==> src/core/sccm_pkg.sv <==
package sccm_pkg;

  // special function register map
  localparam logic [7:0] INTERNAL_OSC_CONTROL_ADDR  = 8'h8a;
  localparam logic [7:0] INTERNAL_OSC_TRIM_ADDR     = 8'h8b;
  localparam logic [7:0] EXTERNAL_OSC_CONTROL_ADDR  = 8'h8c;
  localparam logic [7:0] SYSCLK_SOURCE_SELECT_ADDR  = 8'h97;
  localparam logic [7:0] RESET_SOURCE_REGISTER_ADDR = 8'hef;

  // field positions
  localparam int IOSC_ENABLE_BIT   = 7;
  localparam int IOSC_READY_BIT    = 6;
  localparam int DIV_SELECT_LSB    = 0;
  localparam int SOURCE_SELECT_BIT = 0;
  localparam int XTAL_VALID_BIT    = 7;
  localparam int XMODE_LSB         = 4;
  localparam int XFREQ_LSB         = 0;
  localparam int MCD_ENABLE_BIT    = 2;

  // reset values
  localparam logic [7:0] INTERNAL_OSC_CONTROL_RESET = 8'hc0;
  localparam logic [7:0] EXTERNAL_OSC_CONTROL_RESET = 8'h00;
  localparam logic [7:0] TRIM_RESET_DEFAULT         = 8'h80; // arbitrary factory trim stand-in

  // divider select encodings
  localparam logic [1:0] DIV_BY8 = 2'h0;
  localparam logic [1:0] DIV_BY4 = 2'h1;
  localparam logic [1:0] DIV_BY2 = 2'h2;
  localparam logic [1:0] DIV_BY1 = 2'h3;

  // external mode encodings
  localparam logic [2:0] XMODE_CMOS      = 3'h2;
  localparam logic [2:0] XMODE_CMOS_HALF = 3'h3;
  localparam logic [2:0] XMODE_XTAL      = 3'h6;
  localparam logic [2:0] XMODE_XTAL_HALF = 3'h7;

  // timing
  localparam int CLK_PERIOD_NS      = 8;
  localparam int IOSC_START_NS      = 80;
  localparam int IOSC_START_CYCLES  = (IOSC_START_NS + CLK_PERIOD_NS - 1) / CLK_PERIOD_NS;
  localparam int MCD_TIMEOUT_US     = 200;
  localparam int MCD_TIMEOUT_CYCLES = MCD_TIMEOUT_US * 1000 / CLK_PERIOD_NS;
  localparam int XTAL_SETTLE_EDGES  = 1024;

  typedef struct packed {
    logic [7:0] addr;
    logic       wr;
    logic       rd;
    logic [7:0] wdata;
  } sccm_sfr_req_t;

endpackage
==> src/core/sccm_clock_control.sv <==
// Behaviour
// - reset runs system clock from internal oscillator
// - divider field picks divide 8/4/2/1
// - enable bit starts and stops internal oscillator
// - ready flag set only while oscillator settled
// - select bit picks internal or external source
// - external clock stays available for timers
// - enable and select in one write; the select bit is at SYSCLK_SOURCE_SELECT_ADDR, a separate write
// - crystal valid set once crystal settled
// - mode field selects external circuit type
// - frequency field sets drive range or K
// - external control bit 3 reads zero
// - trim register sets period, factory reset value
// - missing clock timeout starts a reset
// - missing clock detector gated by enable bit
`timescale 1ns/1ps
`default_nettype none
module sccm_clock_control
  import sccm_pkg::*;
#(
  parameter logic [7:0] TRIM_RESET  = TRIM_RESET_DEFAULT,
  parameter int         MCD_CYCLES  = MCD_TIMEOUT_CYCLES,
  parameter int         XTAL_EDGES  = XTAL_SETTLE_EDGES
) (
  // clock and reset
  input  wire logic          clock_i,
  input  wire logic          reset_n_i,
  // special function register port
  input  wire sccm_sfr_req_t sfr_i,
  output logic [7:0]         sfr_rdata_o,
  // external oscillator pin side
  input  wire logic          crystal_pin_one_i,
  output logic [2:0]         external_mode_field_o,
  output logic [2:0]         external_freq_control_o,
  // internal oscillator analog side
  output logic               internal_osc_enable_o,
  output logic [7:0]         internal_osc_trim_o,
  // clock enables and reset request
  output logic               sysclk_en_o,
  output logic               ext_clk_en_o,
  output logic               missing_clock_reset_o
);

  localparam int MW = $clog2(MCD_CYCLES + 1);
  localparam int XW = $clog2(XTAL_EDGES + 1);
  localparam int IW = $clog2(IOSC_START_CYCLES + 1);

  // register state
  logic       ien, next_ien;
  logic [1:0] divsel, next_divsel;
  logic [7:0] trim, next_trim;
  logic       srcsel, next_srcsel;
  logic [2:0] xmode, next_xmode;
  logic [2:0] xfreq, next_xfreq;
  logic       mcd_en, next_mcd_en;
  logic [7:0] rdata, next_rdata;

  logic wr_ctl, wr_trim;
  logic ready;
  logic xvalid;

  always_comb begin
    wr_ctl      = sfr_i.wr && sfr_i.addr == INTERNAL_OSC_CONTROL_ADDR;
    wr_trim     = sfr_i.wr && sfr_i.addr == INTERNAL_OSC_TRIM_ADDR;
    next_ien    = ien;
    next_divsel = divsel;
    next_trim   = trim;
    next_srcsel = srcsel;
    next_xmode  = xmode;
    next_xfreq  = xfreq;
    next_mcd_en = mcd_en;
    next_rdata  = rdata;
    if (wr_ctl) begin
      next_ien  = sfr_i.wdata[IOSC_ENABLE_BIT];
      next_divsel = sfr_i.wdata[DIV_SELECT_LSB +: 2];
    end
    if (wr_trim) begin
      next_trim = sfr_i.wdata;
    end
    if (sfr_i.wr && sfr_i.addr == SYSCLK_SOURCE_SELECT_ADDR) begin
      next_srcsel = sfr_i.wdata[SOURCE_SELECT_BIT];
    end
    if (sfr_i.wr && sfr_i.addr == EXTERNAL_OSC_CONTROL_ADDR) begin
      next_xmode = sfr_i.wdata[XMODE_LSB +: 3];
      next_xfreq = sfr_i.wdata[XFREQ_LSB +: 3];
    end
    if (sfr_i.wr && sfr_i.addr == RESET_SOURCE_REGISTER_ADDR) begin
      next_mcd_en = sfr_i.wdata[MCD_ENABLE_BIT];
    end
    if (sfr_i.rd) begin
      unique case (sfr_i.addr)
        INTERNAL_OSC_CONTROL_ADDR:  next_rdata = {ien, ready, 4'h0, divsel};
        INTERNAL_OSC_TRIM_ADDR:     next_rdata = trim;
        EXTERNAL_OSC_CONTROL_ADDR:  next_rdata = {xvalid, xmode, 1'b0, xfreq};
        SYSCLK_SOURCE_SELECT_ADDR:  next_rdata = {7'h00, srcsel};
        RESET_SOURCE_REGISTER_ADDR: next_rdata = {5'h00, mcd_en, 2'h0};
        default:                    next_rdata = 8'h00;
      endcase
    end
  end

  always_ff @(posedge clock_i or negedge reset_n_i) begin
    if (!reset_n_i) begin
      ien    <= INTERNAL_OSC_CONTROL_RESET[IOSC_ENABLE_BIT];
      divsel <= INTERNAL_OSC_CONTROL_RESET[DIV_SELECT_LSB +: 2];
      trim   <= TRIM_RESET;
      srcsel <= 1'b0;
      xmode  <= EXTERNAL_OSC_CONTROL_RESET[XMODE_LSB +: 3];
      xfreq  <= EXTERNAL_OSC_CONTROL_RESET[XFREQ_LSB +: 3];
      mcd_en <= 1'b0;
      rdata  <= 8'h00;
    end else begin
      ien    <= next_ien;
      divsel <= next_divsel;
      trim   <= next_trim;
      srcsel <= next_srcsel;
      xmode  <= next_xmode;
      xfreq  <= next_xfreq;
      mcd_en <= next_mcd_en;
      rdata  <= next_rdata;
    end
  end

  // internal oscillator: trim is a phase step, so a larger trim is a faster oscillator
  logic [8:0]  acc, next_acc;
  logic [IW-1:0] icnt, next_icnt;
  logic        int_tick;
  logic [2:0]  div_cnt, next_div_cnt;
  logic [1:0]  div_act, next_div_act;
  logic [2:0]  div_mask;
  logic        div_tick;

  always_comb begin
    next_acc = ien ? {1'b0, acc[7:0]} + {1'b0, trim} : 9'h000;
    int_tick = ien && acc[8];
    // retrim restarts the settle window, so ready never covers a frequency step
    next_icnt = icnt;
    if (!ien || wr_trim) begin
      next_icnt = '0;
    end else if (icnt != IW'(IOSC_START_CYCLES)) begin
      next_icnt = icnt + 1'b1;
    end
    ready = ien && icnt == IW'(IOSC_START_CYCLES);
    unique case (div_act)
      DIV_BY8: div_mask = 3'h7;
      DIV_BY4: div_mask = 3'h3;
      DIV_BY2: div_mask = 3'h1;
      DIV_BY1: div_mask = 3'h0;
    endcase
    div_tick      = int_tick && div_cnt == div_mask;
    next_div_cnt  = div_cnt;
    next_div_act  = div_act;
    // new ratio taken only at a period boundary, never mid-phase
    if (!ien || div_tick) begin
      next_div_cnt  = 3'h0;
      next_div_act  = divsel;
    end else if (int_tick) begin
      next_div_cnt = div_cnt + 1'b1;
    end
  end

  always_ff @(posedge clock_i or negedge reset_n_i) begin
    if (!reset_n_i) begin
      acc      <= 9'h000;
      icnt     <= IW'(IOSC_START_CYCLES);
      div_cnt  <= 3'h0;
      div_act  <= INTERNAL_OSC_CONTROL_RESET[DIV_SELECT_LSB +: 2];
    end else begin
      acc      <= next_acc;
      icnt     <= next_icnt;
      div_cnt  <= next_div_cnt;
      div_act  <= next_div_act;
    end
  end

  // external oscillator path
  logic          ext_prev, ext_half, next_ext_half;
  logic          ext_rise, ext_on, ext_halved, ext_tick;
  logic          xtal_mode;
  logic [XW-1:0] xcnt, next_xcnt;

  always_comb begin
    ext_rise      = crystal_pin_one_i && !ext_prev;
    ext_on        = xmode[2:1] != 2'h0;
    ext_halved    = xmode == XMODE_CMOS_HALF || xmode[2:1] == 2'h2 || xmode == XMODE_XTAL_HALF;
    xtal_mode     = xmode[2:1] == XMODE_XTAL[2:1];
    next_ext_half = ext_on ? ext_half ^ ext_rise : 1'b0;
    ext_tick      = ext_on && ext_rise && (!ext_halved || ext_half);
    next_xcnt     = '0;
    if (xtal_mode) begin
      next_xcnt = (ext_rise && xcnt != XW'(XTAL_EDGES)) ? xcnt + 1'b1 : xcnt;
    end
    xvalid = xtal_mode && xcnt == XW'(XTAL_EDGES);
  end

  always_ff @(posedge clock_i or negedge reset_n_i) begin
    if (!reset_n_i) begin
      ext_prev <= 1'b0;
      ext_half <= 1'b0;
      xcnt     <= '0;
    end else begin
      ext_prev <= crystal_pin_one_i;
      ext_half <= next_ext_half;
      xcnt     <= next_xcnt;
    end
  end

  // source mux and missing clock detector
  logic          active_sel, next_active_sel;
  logic          sys_tick, old_tick;
  logic          sys_q, ext_q, mcd_q;
  logic          next_mcd;
  logic [MW-1:0] mcnt, next_mcnt;

  always_comb begin
    sys_tick = active_sel ? ext_tick : div_tick;
    old_tick = sys_tick;
    // a dead old source would stall the switch; software must not select one
    next_active_sel = (srcsel != active_sel && old_tick) ? srcsel : active_sel;
    next_mcd  = 1'b0;
    next_mcnt = '0;
    if (mcd_en && !sys_tick) begin
      if (mcnt == MW'(MCD_CYCLES - 1)) begin
        next_mcd = 1'b1;
      end else begin
        next_mcnt = mcnt + 1'b1;
      end
    end
  end

  always_ff @(posedge clock_i or negedge reset_n_i) begin
    if (!reset_n_i) begin
      active_sel <= 1'b0;
      sys_q      <= 1'b0;
      ext_q      <= 1'b0;
      mcd_q      <= 1'b0;
      mcnt       <= '0;
    end else begin
      active_sel <= next_active_sel;
      sys_q      <= sys_tick;
      ext_q      <= ext_tick;
      mcd_q      <= next_mcd;
      mcnt       <= next_mcnt;
    end
  end

  assign sfr_rdata_o             = rdata;
  assign external_mode_field_o   = xmode;
  assign external_freq_control_o = xfreq;
  assign internal_osc_enable_o   = ien;
  assign internal_osc_trim_o     = trim;
  assign sysclk_en_o             = sys_q;
  assign ext_clk_en_o            = ext_q;
  assign missing_clock_reset_o   = mcd_q;
endmodule
`default_nettype wire

==> config.mk <==
export PLATFORM = sky130hd
export DESIGN_NAME = sccm_clock_control
export DESIGN_NICKNAME = d
export VERILOG_FILES = /design/src/core/sccm_pkg.sv /design/src/core/sccm_clock_control.sv
export SDC_FILE = /design/constraint.sdc
export NUM_CORES = 1
export LEC_CHECK = 0
export BUFFER_PORTS_ARGS = -buffer_cell sky130_fd_sc_hd__buf_4
export CORE_UTILIZATION = 45
export DETAILED_ROUTE_END_ITERATION = 10
export SETUP_SLACK_MARGIN = 0.3
export SLEW_MARGIN = 25
export SYNTH_ARGS = -nofsm -noshare
export SYNTH_HDL_FRONTEND = slang
export SYNTH_SLANG_ARGS = --single-unit
==> constraint.sdc <==
create_clock -name clock_i -period 2.6 [get_ports clock_i]
set_input_delay 0.26 -clock clock_i [delete_from_list [all_inputs] [get_ports clock_i]]
set_output_delay 0.26 -clock clock_i [all_outputs]
set_load 0.01 [all_outputs]
**Word level (Yosys, flattened, before mapping)**

Cells that the tools add are included.

- $add $sub $neg: 5
- Eq/ne operators: 20
- Multiplexer cells: 15
- Bitwise operators: 1
- Reductions and logical operators: 28

Operators with widths:

| kind | number |
|---|---|
| 8-bit == test (second input constant) | 5 |
| 8-bit case mux with 5 select lines | 1 |
| 15-bit 2-to-1 mux | 2 |
| 11-bit 2-to-1 mux | 2 |
| 15-bit by 1-bit adder with 15-bit output (second input constant) | 1 |
| 15-bit == test (second input constant) | 1 |
| 1-bit logical AND | 15 |
| 3-bit case mux with 4 select lines | 1 |
| 11-bit by 1-bit adder with 11-bit output (second input constant) | 1 |
| 11-bit == test (second input constant) | 1 |
| 11-bit != test (second input constant) | 1 |
| 8-bit by 8-bit adder with 9-bit output | 1 |
| 9-bit 2-to-1 mux | 1 |
| 2-bit == test (second input constant) | 4 |
| 4-bit 2-to-1 mux | 2 |
| 3-bit 2-to-1 mux | 2 |
| 2-bit nonzero test | 3 |
| 1-bit logical OR | 5 |
| 4-bit by 1-bit adder with 4-bit output (second input constant) | 1 |
| 4-bit == test (second input constant) | 1 |
| 1-bit zero test | 4 |
| 1-bit 2-to-1 mux | 4 |
| 4-bit != test (second input constant) | 1 |
| 3-bit by 1-bit adder with 3-bit output (second input constant) | 1 |
| 8 further kinds | 8 |

- Bits of input ports: 21
- Output and inout bits: 26
- Register bits: 77
- Logic and storage cells: 89

**Depth between registers and ports, before layout**

Gate-level depths: netlist of run 1.

- Depth in word-level cells: 10
- Depth in mapped cells: 7
- Mapped depth without buffers: 6

**Least setup slack after synthesis of run 1**

No wires, ideal clock.

- Path type: register to register
- From: register trim[0], in the netlist internal_osc_trim_o[0]
- To: register acc[6]
- Data arrival time: 1.764 ns
- Cell stages (with the launch flop): 7
- Period minus slack after synthesis: 1.884 ns
- Setup time: 0.120 ns
- Data required time: 2.480 ns
- Path slack: 0.716 ns
- Path buffers: 0
- Cells stage by stage: dfrtp_1 ha_1 fa_1 a21oi_1 o211ai_1 a211o_1 and3_1

- Word-level cells in the longest chain between the ends: 2

RTL lines:

| what | line | text |
|---|---|---|
| start: declaration | sccm_clock_control.sv:51 | `logic [7:0] trim, next_trim;` |
| start signal: assignment | sccm_clock_control.sv:115 | `trim <= next_trim;` |
| 8-bit by 8-bit adder with 9-bit output | sccm_clock_control.sv:134 | `next_acc = ien ? {1'b0, acc[7:0]} + {1'b0, trim} : 9'h000;` |
| 9-bit 2-to-1 mux | sccm_clock_control.sv:134 |  |
| net next_acc[6] | sccm_clock_control.sv:125 | `logic [8:0] acc, next_acc;` |
| end signal: assignment | sccm_clock_control.sv:169 | `acc <= next_acc;` |
| end: declaration | sccm_clock_control.sv:125 |  |

The timed path passes the listed nets, and every way through them passes these cells.
A chain may end at the register's enable or synchronous reset.

**Worst setup path after layout of run 1**

Ends and elaborated chain as after synthesis.

==> results.py, run 1 <==
metrics = {
    "floorplanning": {
        "initial_core_util": 0.463,
        "dieWidth_um": 96.8,
        "num_io_pins": 47,
        "fp.coreArea_mm2": 0.00872,
        "rows": 34,
        "die-area_mm2": 0.00936,
        "die_h_um": 96.8,
    },
    "worst_setup_path": {
        "crit_family": "adder cells",
        "startpoint_type": "register",
        "cpPeakStageDelay_ps": 410,
        "cp.arrival_ps": 2210,
        "required_ps": 2840,
        "path_buf_inv": 0,
        "crit_type": "register to register",
        "cpMaxStageDelayCell": "dfrtp_1",
        "crit_path_end_kind": "register",
        "cp_max_fo": 4,
        "timing.critical_path.cells": "ha_1 > fa_1 > a21oi_1 > o211ai_1 > a211o_1 > and3_1",
    },
    "job": {
        "maxCapViolCount": 0,
    },
    "synth": {
        "ys_types": 64,
        "yosysWarnings": 0,
        "async_flop_share": 1.00,
        "synth_edf_count": 0,
        "syn_avg_cell_area_um2": 10.9,
        "synth-seq-area-share": 0.478,
        "synthFlopType": "dfrtp_1",
        "syn_area_mm2": 0.00404,
        "synth-xor-area-share": 0.0585,
        "synth_top_family_by_area": "simple AND/OR/NAND/NOR gates",
        "synthTopCellsByArea": "dfrtp_1 (45%), mux2_2 (4.7%), ha_1 (4.3%)",
        "synthMuxAreaShare": 0.0715,
        "ys_ff_latch": 77,
        "netlist.area_leader.share": 0.452,
        "syn-num-nets": 406,
        "synth_adder_area_share": 0.0483,
        "synth_cells": 370,
        "synth-compound-area-share": 0.116,
        "yosys.area.top_type": "dfrtp_1",
        "synthSimpleGateAreaFrac": 0.203,
    },
    "power_and_ir_drop": {
        "power_leakage_nw": 2.10,
        "ir_drop_v": 0.000294,
        "p_per_area_mw_per_mm2": 498,
    },
    "grt": {
        "overflow": 0,
        "grt_first_pass_wirelength_um": 15600,
        "grt.total_usage": 0.206,
        "grt_antenna_before_repair": 0,
        "grt_pass1_vias": 3076,
        "grt_max_degree": 78,
    },
    "placed_design": {
        "dp_hpwl_um": 6230,
        "port_buffers": 46,
        "place_congestion": 0.814,
        "placed_cells": 516,
    },
    "final_layout": {
        "drive_above_1_share": 0.231,
        "fin_nets": 456,
        "n_fill_cell": 785,
        "final_common_cell": "dfrtp_1",
        "seq_area_mm2": 0.00193,
        "multiInputGateArea_mm2": 0.00202,
        "layout.cells.most_common_list": "dfrtp_1 (73), buf_4 (47), nor2_1 (33), nand2_1 (21), xnor2_1 (18)",
        "syn_to_final_growth_pct": 16.5,
        "instances_no_fill": 533,
        "antennaDiodeCount": 0,
    },
    "clocking": {
        "cts_root_buf": "clkbuf_8",
        "post_cts_buffers": 0,
        "insertion_delay_ps": 350,
        "clock_sinks": 77,
        "ctsResizeCount": 0,
        "cts_max_level": 3,
        "cts.path.max_buffers": 2,
        "cts_buffers": 9,
        "cts_tree": "yes",
        "clk_pin_slew_worst_paths_ps": 80,
    },
    "detailed_routing": {
        "viasPerCell": 5.66,
        "wl_per_cell_um": 16.6,
        "vias": 3017,
        "first_iter_violations": 93,
        "wirelength_um": 8850,
        "detail-route-antenna-nets": 0,
        "drc": 0,
        "drtPass1Iterations": 4,
    },
    "sta": {
        "tightest_slew_ps": 760,
        "clock_skew_ps": 10.9,
        "max_clock_freq_ghz": 0.506,
        "slew_headroom": 0.487,
        "fin_crit_ps": 1980,
        "slew_violations": 0,
        "finalHoldViolCount": 0,
        "setup_violations": 0,
        "rsz0062_at_grt": "no",
        "finalSetupTns_ps": 0,
        "period_share": 0.760,
    },
    "run_status": {
        "status": "finished, final reports clean",
    },
    "worst_hold_path": {
        "hp-class": "primary input to register",
    },
}
-- Yosys cell counts, types with 2 or more instances --
cell	instances
dfrtp_1	73
nor2_1	33
nand2_1	21
xnor2_1	18
mux2_2	17
nor4_1	17
ha_1	14
inv_1	13
nand3_1	12
a21oi_1	10
nand4_1	10
o21ai_0	9
xor2_1	9
a211oi_1	6
mux2_1	6
nand2b_1	6
and3_1	5
clkbuf_1	5
nor3_1	5
a32oi_1	4
and2_1	4
dfstp_2	4
a21o_1	3
a22oi_1	3
a31oi_1	3
buf_2	3
mux2i_1	3
nand3b_1	3
nor2b_1	3
or3b_1	3
a2111oi_0	2
a2111oi_2	2
a211o_1	2
and4b_1	2
nor3_4	2
nor3b_1	2
nor4b_1	2
o21a_1	2
o22ai_1	2
o31ai_1	2
or3_1	2
-- metal layers --
layer,GRT usage,vias up,share of wire
met5,0,-,0
met4,0.0528,0,0.0095
met3,0.0499,11,0.035
met2,0.328,54,0.49
met1,0.284,1490,0.47
li1,-,1462,-
-- power breakdown --
| group | internal [mW] | switching [mW] |
|---|---|---|
| clock | 0.497 | 0.427 |
| sequential | 1.22 | 0.0256 |
| combinational | 0.0763 | 0.0979 |
-- path summary, 6_finish.rpt --
path | start | to | slack [ps] | depth (start not counted)
worst max-delay path | internal_osc_trim_o[0] | acc[6] | 620 | 6
worst max register to register | internal_osc_trim_o[0] | acc[6] | 620 | 6
worst min-delay path | crystal_pin_one_i | ext_prev | 50 | 1
max in group asynchronous | reset_n_i | div_cnt[2] | 1610 | 2
worst min register to register | sfr_rdata_o[3] | sfr_rdata_o[3] | 530 | 2
min in group asynchronous | reset_n_i | mcnt[3] | 500 | 2
-- sequential cells by signal, summed over array words and instances, names as in the netlist, 3 cells and up --
name,count
mcnt,15
xcnt,11
acc,9
internal_osc_trim_o,8
sfr_rdata_o,8
icnt,4
div_cnt,3
external_freq_control_o,3
external_mode_field_o,3
-- area by class of cell --
type                       instances  share of cell area
clock inverter                     3             0.00930
inverter                          13              0.0104
sequential                        77               0.410
timing repair buffer              49              0.0794
clock buffer                      13              0.0337
multi-input combinational        270               0.428
tap                              108              0.0287
-- worst register-to-register path, stage by stage (launching register included) --
cell and delay (ps):
dfrtp_1 410, ha_1 250, fa_1 400, a21oi_1 210, o211ai_1 130, a211o_1 300, and3_1 160
-- what timing repair did --
item                       in CTS  in global routing
hold endpoints to repair        0                  1
hold buffers                    0                  1
setup endpoints to repair       0                  0
-- cell families after synthesis --
logic type	Yosys count
flip-flops	77
AND/OR/NAND/NOR	142
multiplexers	26
XOR/XNOR	27
adder cells (fa/ha/maj)	15
AO/OA/AOI/OAI	60
buffers and inverters	23
-- metrics by stage --
stage          power (mW)  hold slack [ps]  utilization  setup WS [ps]  instance area [µm²]
4_1_cts              2.39             28.1        0.538            636                 4700
6_report             2.35             45.1        0.540            624                 4710
5_1_grt              2.45             28.5        0.540            483                 4710
3_3_place_gp         1.44              399        0.514            653                 4480
2_1_floorplan        1.34            -35.6            -            716                 4040
3_5_place_dp         1.45              396        0.515            650                 4490
Note: power is estimated with default switching activity, not from simulation.
==> run 2, diff against run 1 <==
--- a/config.mk
+++ b/config.mk
@@ -8,6 +8,7 @@
 export BUFFER_PORTS_ARGS = -buffer_cell sky130_fd_sc_hd__buf_4
 export CORE_UTILIZATION = 45
 export DETAILED_ROUTE_END_ITERATION = 10
+export PLACE_DENSITY = 0.67
 export SETUP_SLACK_MARGIN = 0.3
 export SLEW_MARGIN = 25
 export SYNTH_ARGS = -nofsm -noshare
==> constraint.sdc (replaced) <==
create_clock -name clock_i -period 1.6 [get_ports clock_i]
set_input_delay 0.16 -clock clock_i [delete_from_list [all_inputs] [get_ports clock_i]]
set_output_delay 0.16 -clock clock_i [all_outputs]
set_load 0.01 [all_outputs]
==> results.py, run 2 (synthesis results as in run 1) <==
metrics = {
    "detailed_routing": {
        "detail-route-antenna-nets": 0,
        "vias": 3388,
        "first_iter_violations": 120,
        "drtPass1Iterations": 4,
        "wirelength_um": 10400,
        "viasPerCell": 5.63,
        "wl_per_cell_um": 17.3,
        "drc": 0,
    },
    "run_status": {
        "failed_checks": "negative setup slack",
        "status": "finished, violations left",
    },
    "final_layout": {
        "drive_above_1_share": 0.484,
        "final_common_cell": "buf_4",
        "design_area_mm2": 0.00573,
        "largest_register": "mcnt",
        "fin_nets": 525,
        "antennaDiodeCount": 0,
        "fin_util": 0.657,
        "layout.cells.most_common_list": "buf_4 (105), dfrtp_1 (65), nor2_1 (31), nand2_1 (19), xnor2_1 (16)",
        "largest_register_ffs": 15,
        "top_regs": "mcnt: 15 flops, xcnt: 11 flops, acc: 9 flops",
        "syn_to_final_growth_pct": 41.8,
    },
    "worst_setup_path": {
        "r2r_cells": 6,
        "crit_type": "register to register",
        "required_ps": 1840,
        "path_buf_inv": 1,
        "r2r_start": "acc[1]",
        "ff2ff_setup_slack_ps": -190,
        "crit_family": "compound AO/OA/AOI/OAI gates",
        "timing.critical_path.cells": "buf_4 > fa_2 > a21oi_4 > o211ai_1 > a211o_1 > and3_1",
        "timing.rr.end": "acc[6]",
        "cpPeakStageDelay_ps": 420,
        "cp.arrival_ps": 2020,
        "cpMaxStageDelayCell": "dfrtp_1",
        "startpoint_type": "register",
        "cp_max_fo": 3,
        "crit_path_end_kind": "register",
    },
    "floorplanning": {
        "dieWidth_um": 96.8,
        "num_io_pins": 47,
        "rows": 34,
        "die-area_mm2": 0.00936,
        "initial_core_util": 0.463,
        "fp.coreArea_mm2": 0.00872,
        "die_h_um": 96.8,
    },
    "clocking": {
        "cts.path.max_buffers": 2,
        "cts_buffers": 9,
        "clock_sinks": 77,
        "clk_pin_slew_worst_paths_ps": 80,
        "insertion_delay_ps": 340,
        "cts_root_buf": "clkbuf_8",
        "cts_max_level": 3,
        "cts_tree": "yes",
    },
    "grt": {
        "grt_pass1_vias": 3402,
        "grt.total_usage": 0.223,
        "overflow": 0,
        "grt_antenna_before_repair": 0,
        "grt_max_degree": 35,
        "grt_first_pass_wirelength_um": 16800,
    },
    "placed_design": {
        "dp_hpwl_um": 7170,
        "dpl-instance-area_mm2": 0.00497,
        "place_congestion": 0.854,
        "port_buffers": 46,
    },
    "sta": {
        "max_clock_freq_ghz": 0.560,
        "fin_ws_ps": -186,
        "setup_violations": 23,
        "finalHoldViolCount": 0,
        "whs_ps": 37.7,
        "finalSetupTns_ps": -943,
        "rsz0062_at_grt": "yes",
        "tightest_slew_ps": 400,
        "fin_crit_ps": 1790,
        "clock_skew_ps": 12.2,
        "slew_violations": 0,
        "slew_headroom": 0.734,
        "period_share": 1.12,
    },
    "worst_hold_path": {
        "min_from": "sfr_i[3]",
        "hp-class": "primary input to register",
        "holdPathStages": 2,
        "hold_end": "internal_osc_trim_o[3]",
    },
    "power_and_ir_drop": {
        "p_total_mw": 3.86,
        "p_per_area_mw_per_mm2": 673,
        "power_leakage_nw": 2.55,
        "ir_drop_v": 0.000444,
    },
    "job": {
        "maxCapViolCount": 0,
    },
}
[run 2: worst max path at each step]
stage / to / from / depth (start not counted)
4_1_cts: acc[6] / acc[0] / 6
3_5_place_dp: acc[6] / internal_osc_trim_o[0] / 6
3_3_place_gp: acc[6] / internal_osc_trim_o[0] / 6
2_1_floorplan: acc[6] / internal_osc_trim_o[0] / 6
6_report: acc[6] / acc[1] / 6
5_1_grt: acc[6] / acc[0] / 6
[run 2: area by class of cell]
cell class              count  area [µm²]
clock buffers              14         183
inverters                  13        51.3
well taps                 108         135
multi-input cells         271        2470
fillers                   681        2990
clock inverters             2        13.8
flip-flops and latches     77        1940
repair buffers            117         938
[run 2: per-stage QoR]
step	setup WS, ps	cells
after CTS	-146	592
after global placement	-129	560
after global routing	-223	602
after floorplan	-148	370
after detailed placement	-189	560
final	-186	602
[run 2: metal layers]
metal,track usage,part of all wire
met1,0.297,0.44
met2,0.373,0.51
met3,0.0405,0.038
met4,0.0608,0.014
met5,0,0
[run 2: timing repair]
| action | in CTS | in global routing |
|---|---|---|
| setup endpoints to repair | 42 | 46 |
| hold endpoints to repair | 19 | 0 |
| buffers inserted | 14 | 9 |
| pin swaps | 30 | 28 |
| gates resized for setup | 37 | 41 |
| hold buffers | 2 | 0 |
| cloned | 0 | 1 |
[run 2: report_power, final]
part	switching (mW)	total, mW	internal [mW]	leakage, nW
registers	0.0380	2.03	1.99	1.03
clock network	0.707	1.45	0.739	0.103
logic	0.200	0.389	0.189	1.41
==> run 3, diff against run 2 <==
--- a/config.mk
+++ b/config.mk
@@ -6,9 +6,9 @@
 export NUM_CORES = 1
 export LEC_CHECK = 0
 export BUFFER_PORTS_ARGS = -buffer_cell sky130_fd_sc_hd__buf_4
-export CORE_UTILIZATION = 45
+export CORE_UTILIZATION = 35
 export DETAILED_ROUTE_END_ITERATION = 10
-export PLACE_DENSITY = 0.67
+export PLACE_DENSITY = 0.59
 export SETUP_SLACK_MARGIN = 0.3
 export SLEW_MARGIN = 25
 export SYNTH_ARGS = -nofsm -noshare
==> results.py, run 3 (synthesis results as in run 1) <==
metrics = {
    "detailed_routing": {
        "detail-route-antenna-nets": 0,
        "viasPerCell": 5.24,
        "first_iter_violations": 159,
        "wl_per_cell_um": 16.8,
        "vias": 3351,
        "wirelength_um": 10700,
        "drc": 0,
        "drtPass1Iterations": 4,
    },
    "placed_design": {
        "dp_hpwl_um": 7410,
        "place_congestion": 0.829,
        "dpl-instance-area_mm2": 0.00507,
        "port_buffers": 46,
        "placed_cells": 596,
    },
    "sta": {
        "setup_violations": 21,
        "fin_ws_ps": -115,
        "whs_ps": 56.5,
        "slew_headroom": 0.709,
        "tightest_slew_ps": 435,
        "period_share": 1.07,
        "clock_skew_ps": 4.87,
        "max_clock_freq_ghz": 0.583,
        "finalSetupTns_ps": -1440,
        "fin_crit_ps": 1720,
        "rsz0062_at_grt": "yes",
        "finalHoldViolCount": 0,
        "slew_violations": 0,
    },
    "floorplanning": {
        "rows": 38,
        "die-area_mm2": 0.0120,
        "num_io_pins": 47,
        "initial_core_util": 0.366,
        "die_h_um": 109,
        "fp.coreArea_mm2": 0.0110,
        "dieWidth_um": 109,
    },
    "final_layout": {
        "largest_register": "mcnt",
        "n_fill_cell": 956,
        "fin_nets": 531,
        "syn_to_final_growth_pct": 48.1,
        "final_common_cell": "buf_4",
        "drive_above_1_share": 0.482,
        "top_regs": "mcnt: 15 flops, xcnt: 11 flops, acc: 9 flops",
        "largest_register_ffs": 15,
        "layout.cells.most_common_list": "buf_4 (101), dfrtp_1 (64), nor2_1 (30), nand2_1 (19)",
        "design_area_mm2": 0.00599,
        "instances_no_fill": 640,
        "antennaDiodeCount": 0,
    },
    "worst_setup_path": {
        "cp.arrival_ps": 1940,
        "crit_path_end_kind": "register",
        "path_buf_inv": 1,
        "cpMaxStageDelayCell": "dfrtp_1",
        "required_ps": 1820,
        "cpPeakStageDelay_ps": 410,
        "path_depth": 6,
        "startpoint_type": "register",
        "ff2ff_setup_slack_ps": -120,
        "cp_max_fo": 3,
        "crit_type": "register to register",
        "crit_family": "compound AO/OA/AOI/OAI gates",
        "r2r_cells": 6,
        "timing.critical_path.cells": "buf_6 > fa_2 > a21oi_4 > o211ai_1 > a211o_1 > and3_1",
    },
    "grt": {
        "grt_first_pass_wirelength_um": 17500,
        "overflow": 0,
        "grt_pass1_vias": 3435,
        "grt_antenna_before_repair": 0,
        "grt_max_degree": 31,
        "grt.total_usage": 0.193,
    },
    "power_and_ir_drop": {
        "clockPowerShare": 0.478,
        "seqPwrFrac": 0.438,
        "ir_drop_v": 0.000688,
        "net-switching-power_mw": 1.01,
        "pwr-share-comb": 0.084,
        "p_sw_frac": 0.218,
        "power_leakage_nw": 2.66,
        "p_total_mw": 4.64,
        "internal-power_mw": 3.63,
        "p_per_area_mw_per_mm2": 775,
    },
    "clocking": {
        "cts_max_level": 3,
        "insertion_delay_ps": 330,
        "clock_sinks": 77,
        "clk_pin_slew_worst_paths_ps": 60,
        "cts_tree": "yes",
        "cts_root_buf": "clkbuf_16",
        "cts.path.max_buffers": 2,
        "cts_buffers": 9,
    },
    "run_status": {
        "status": "finished, violations left",
        "failed_checks": "negative setup slack",
    },
    "worst_hold_path": {
        "hp-class": "primary input to register",
        "holdPathStages": 2,
    },
    "job": {
        "maxCapViolCount": 0,
    },
}
[run 3: changes by cell type in the layout (fill, tap and decap cells not counted), moves of 3 or more]
| cell | before | now |
|---|---|---|
| clkbuf_8 | 13 | 2 |
| clkbuf_16 | 0 | 9 |
| nor4_2 | 7 | 0 |
| buf_6 | 8 | 14 |
| buf_4 | 105 | 101 |
| nor4_1 | 7 | 11 |
| nor4_4 | 3 | 6 |
[run 3: worst register-to-register path, cell delays in order, from the launching register on]
cell and delay (ps):
dfrtp_1 410, buf_6 130, fa_2 410, a21oi_4 160, o211ai_1 100, a211o_1 270, and3_1 140
[run 3: area by class of cell]
| cell class | count | area, µm² | area share |
|---|---|---|---|
| inverter | 13 | 51.3 | 0.00857 |
| multi-input combinational | 271 | 2440 | 0.408 |
| clock buffer | 12 | 256 | 0.0429 |
| timing repair buffer | 123 | 1050 | 0.175 |
| tap | 140 | 175 | 0.0293 |
| sequential | 77 | 1940 | 0.325 |
| clock inverter | 4 | 70.1 | 0.0117 |
[run 3: final timing paths]
kind / from / to
max: internal_osc_trim_o[1] / acc[6]
min: sfr_i[3] / internal_osc_trim_o[3]
max reg2reg: internal_osc_trim_o[1] / acc[6]
min reg2reg: mcnt[0] / mcnt[0]
max in group asynchronous: reset_n_i / icnt[3]
min in group asynchronous: reset_n_i / mcnt[8]
[run 3: what timing repair did]
action | in CTS | in global routing
resized for setup | 43 | 40
gates cloned | 1 | 0
hold endpoints to repair | 25 | 0
buffers inserted | 11 | 14
pin swaps | 33 | 34
endpoints found under the setup margin | 44 | 47
hold buffers | 2 | 0
[run 3: stage by stage]
| step | util | setup WS [ps] |
|---|---|---|
| floorplan | - | -148 |
| global placement | 0.459 | -126 |
| detailed placement | 0.459 | -178 |
| CTS | 0.517 | -111 |
| global route | 0.543 | -186 |
| finish | 0.543 | -115 |
[run 3: power groups by stage]
stage                     logic [mW]  registers, mW  clock network (mW)
after floorplan                0.119           2.07                   0
after global placement         0.338           2.06                   0
after detailed placement       0.345           2.06                   0
after CTS                      0.377           2.03                2.27
after global routing           0.427           2.04                2.32
final                          0.390           2.03                2.22
[run 3: layer usage]
| layer | vias to the layer above | track usage | part of all wire |
|---|---|---|---|
| met5 | - | 0 | 0 |
| met4 | 0 | 0.0343 | 0.0053 |
| met3 | 9 | 0.0474 | 0.044 |
| met2 | 61 | 0.326 | 0.50 |
| met1 | 1657 | 0.254 | 0.45 |
| li1 | 1624 | - | - |
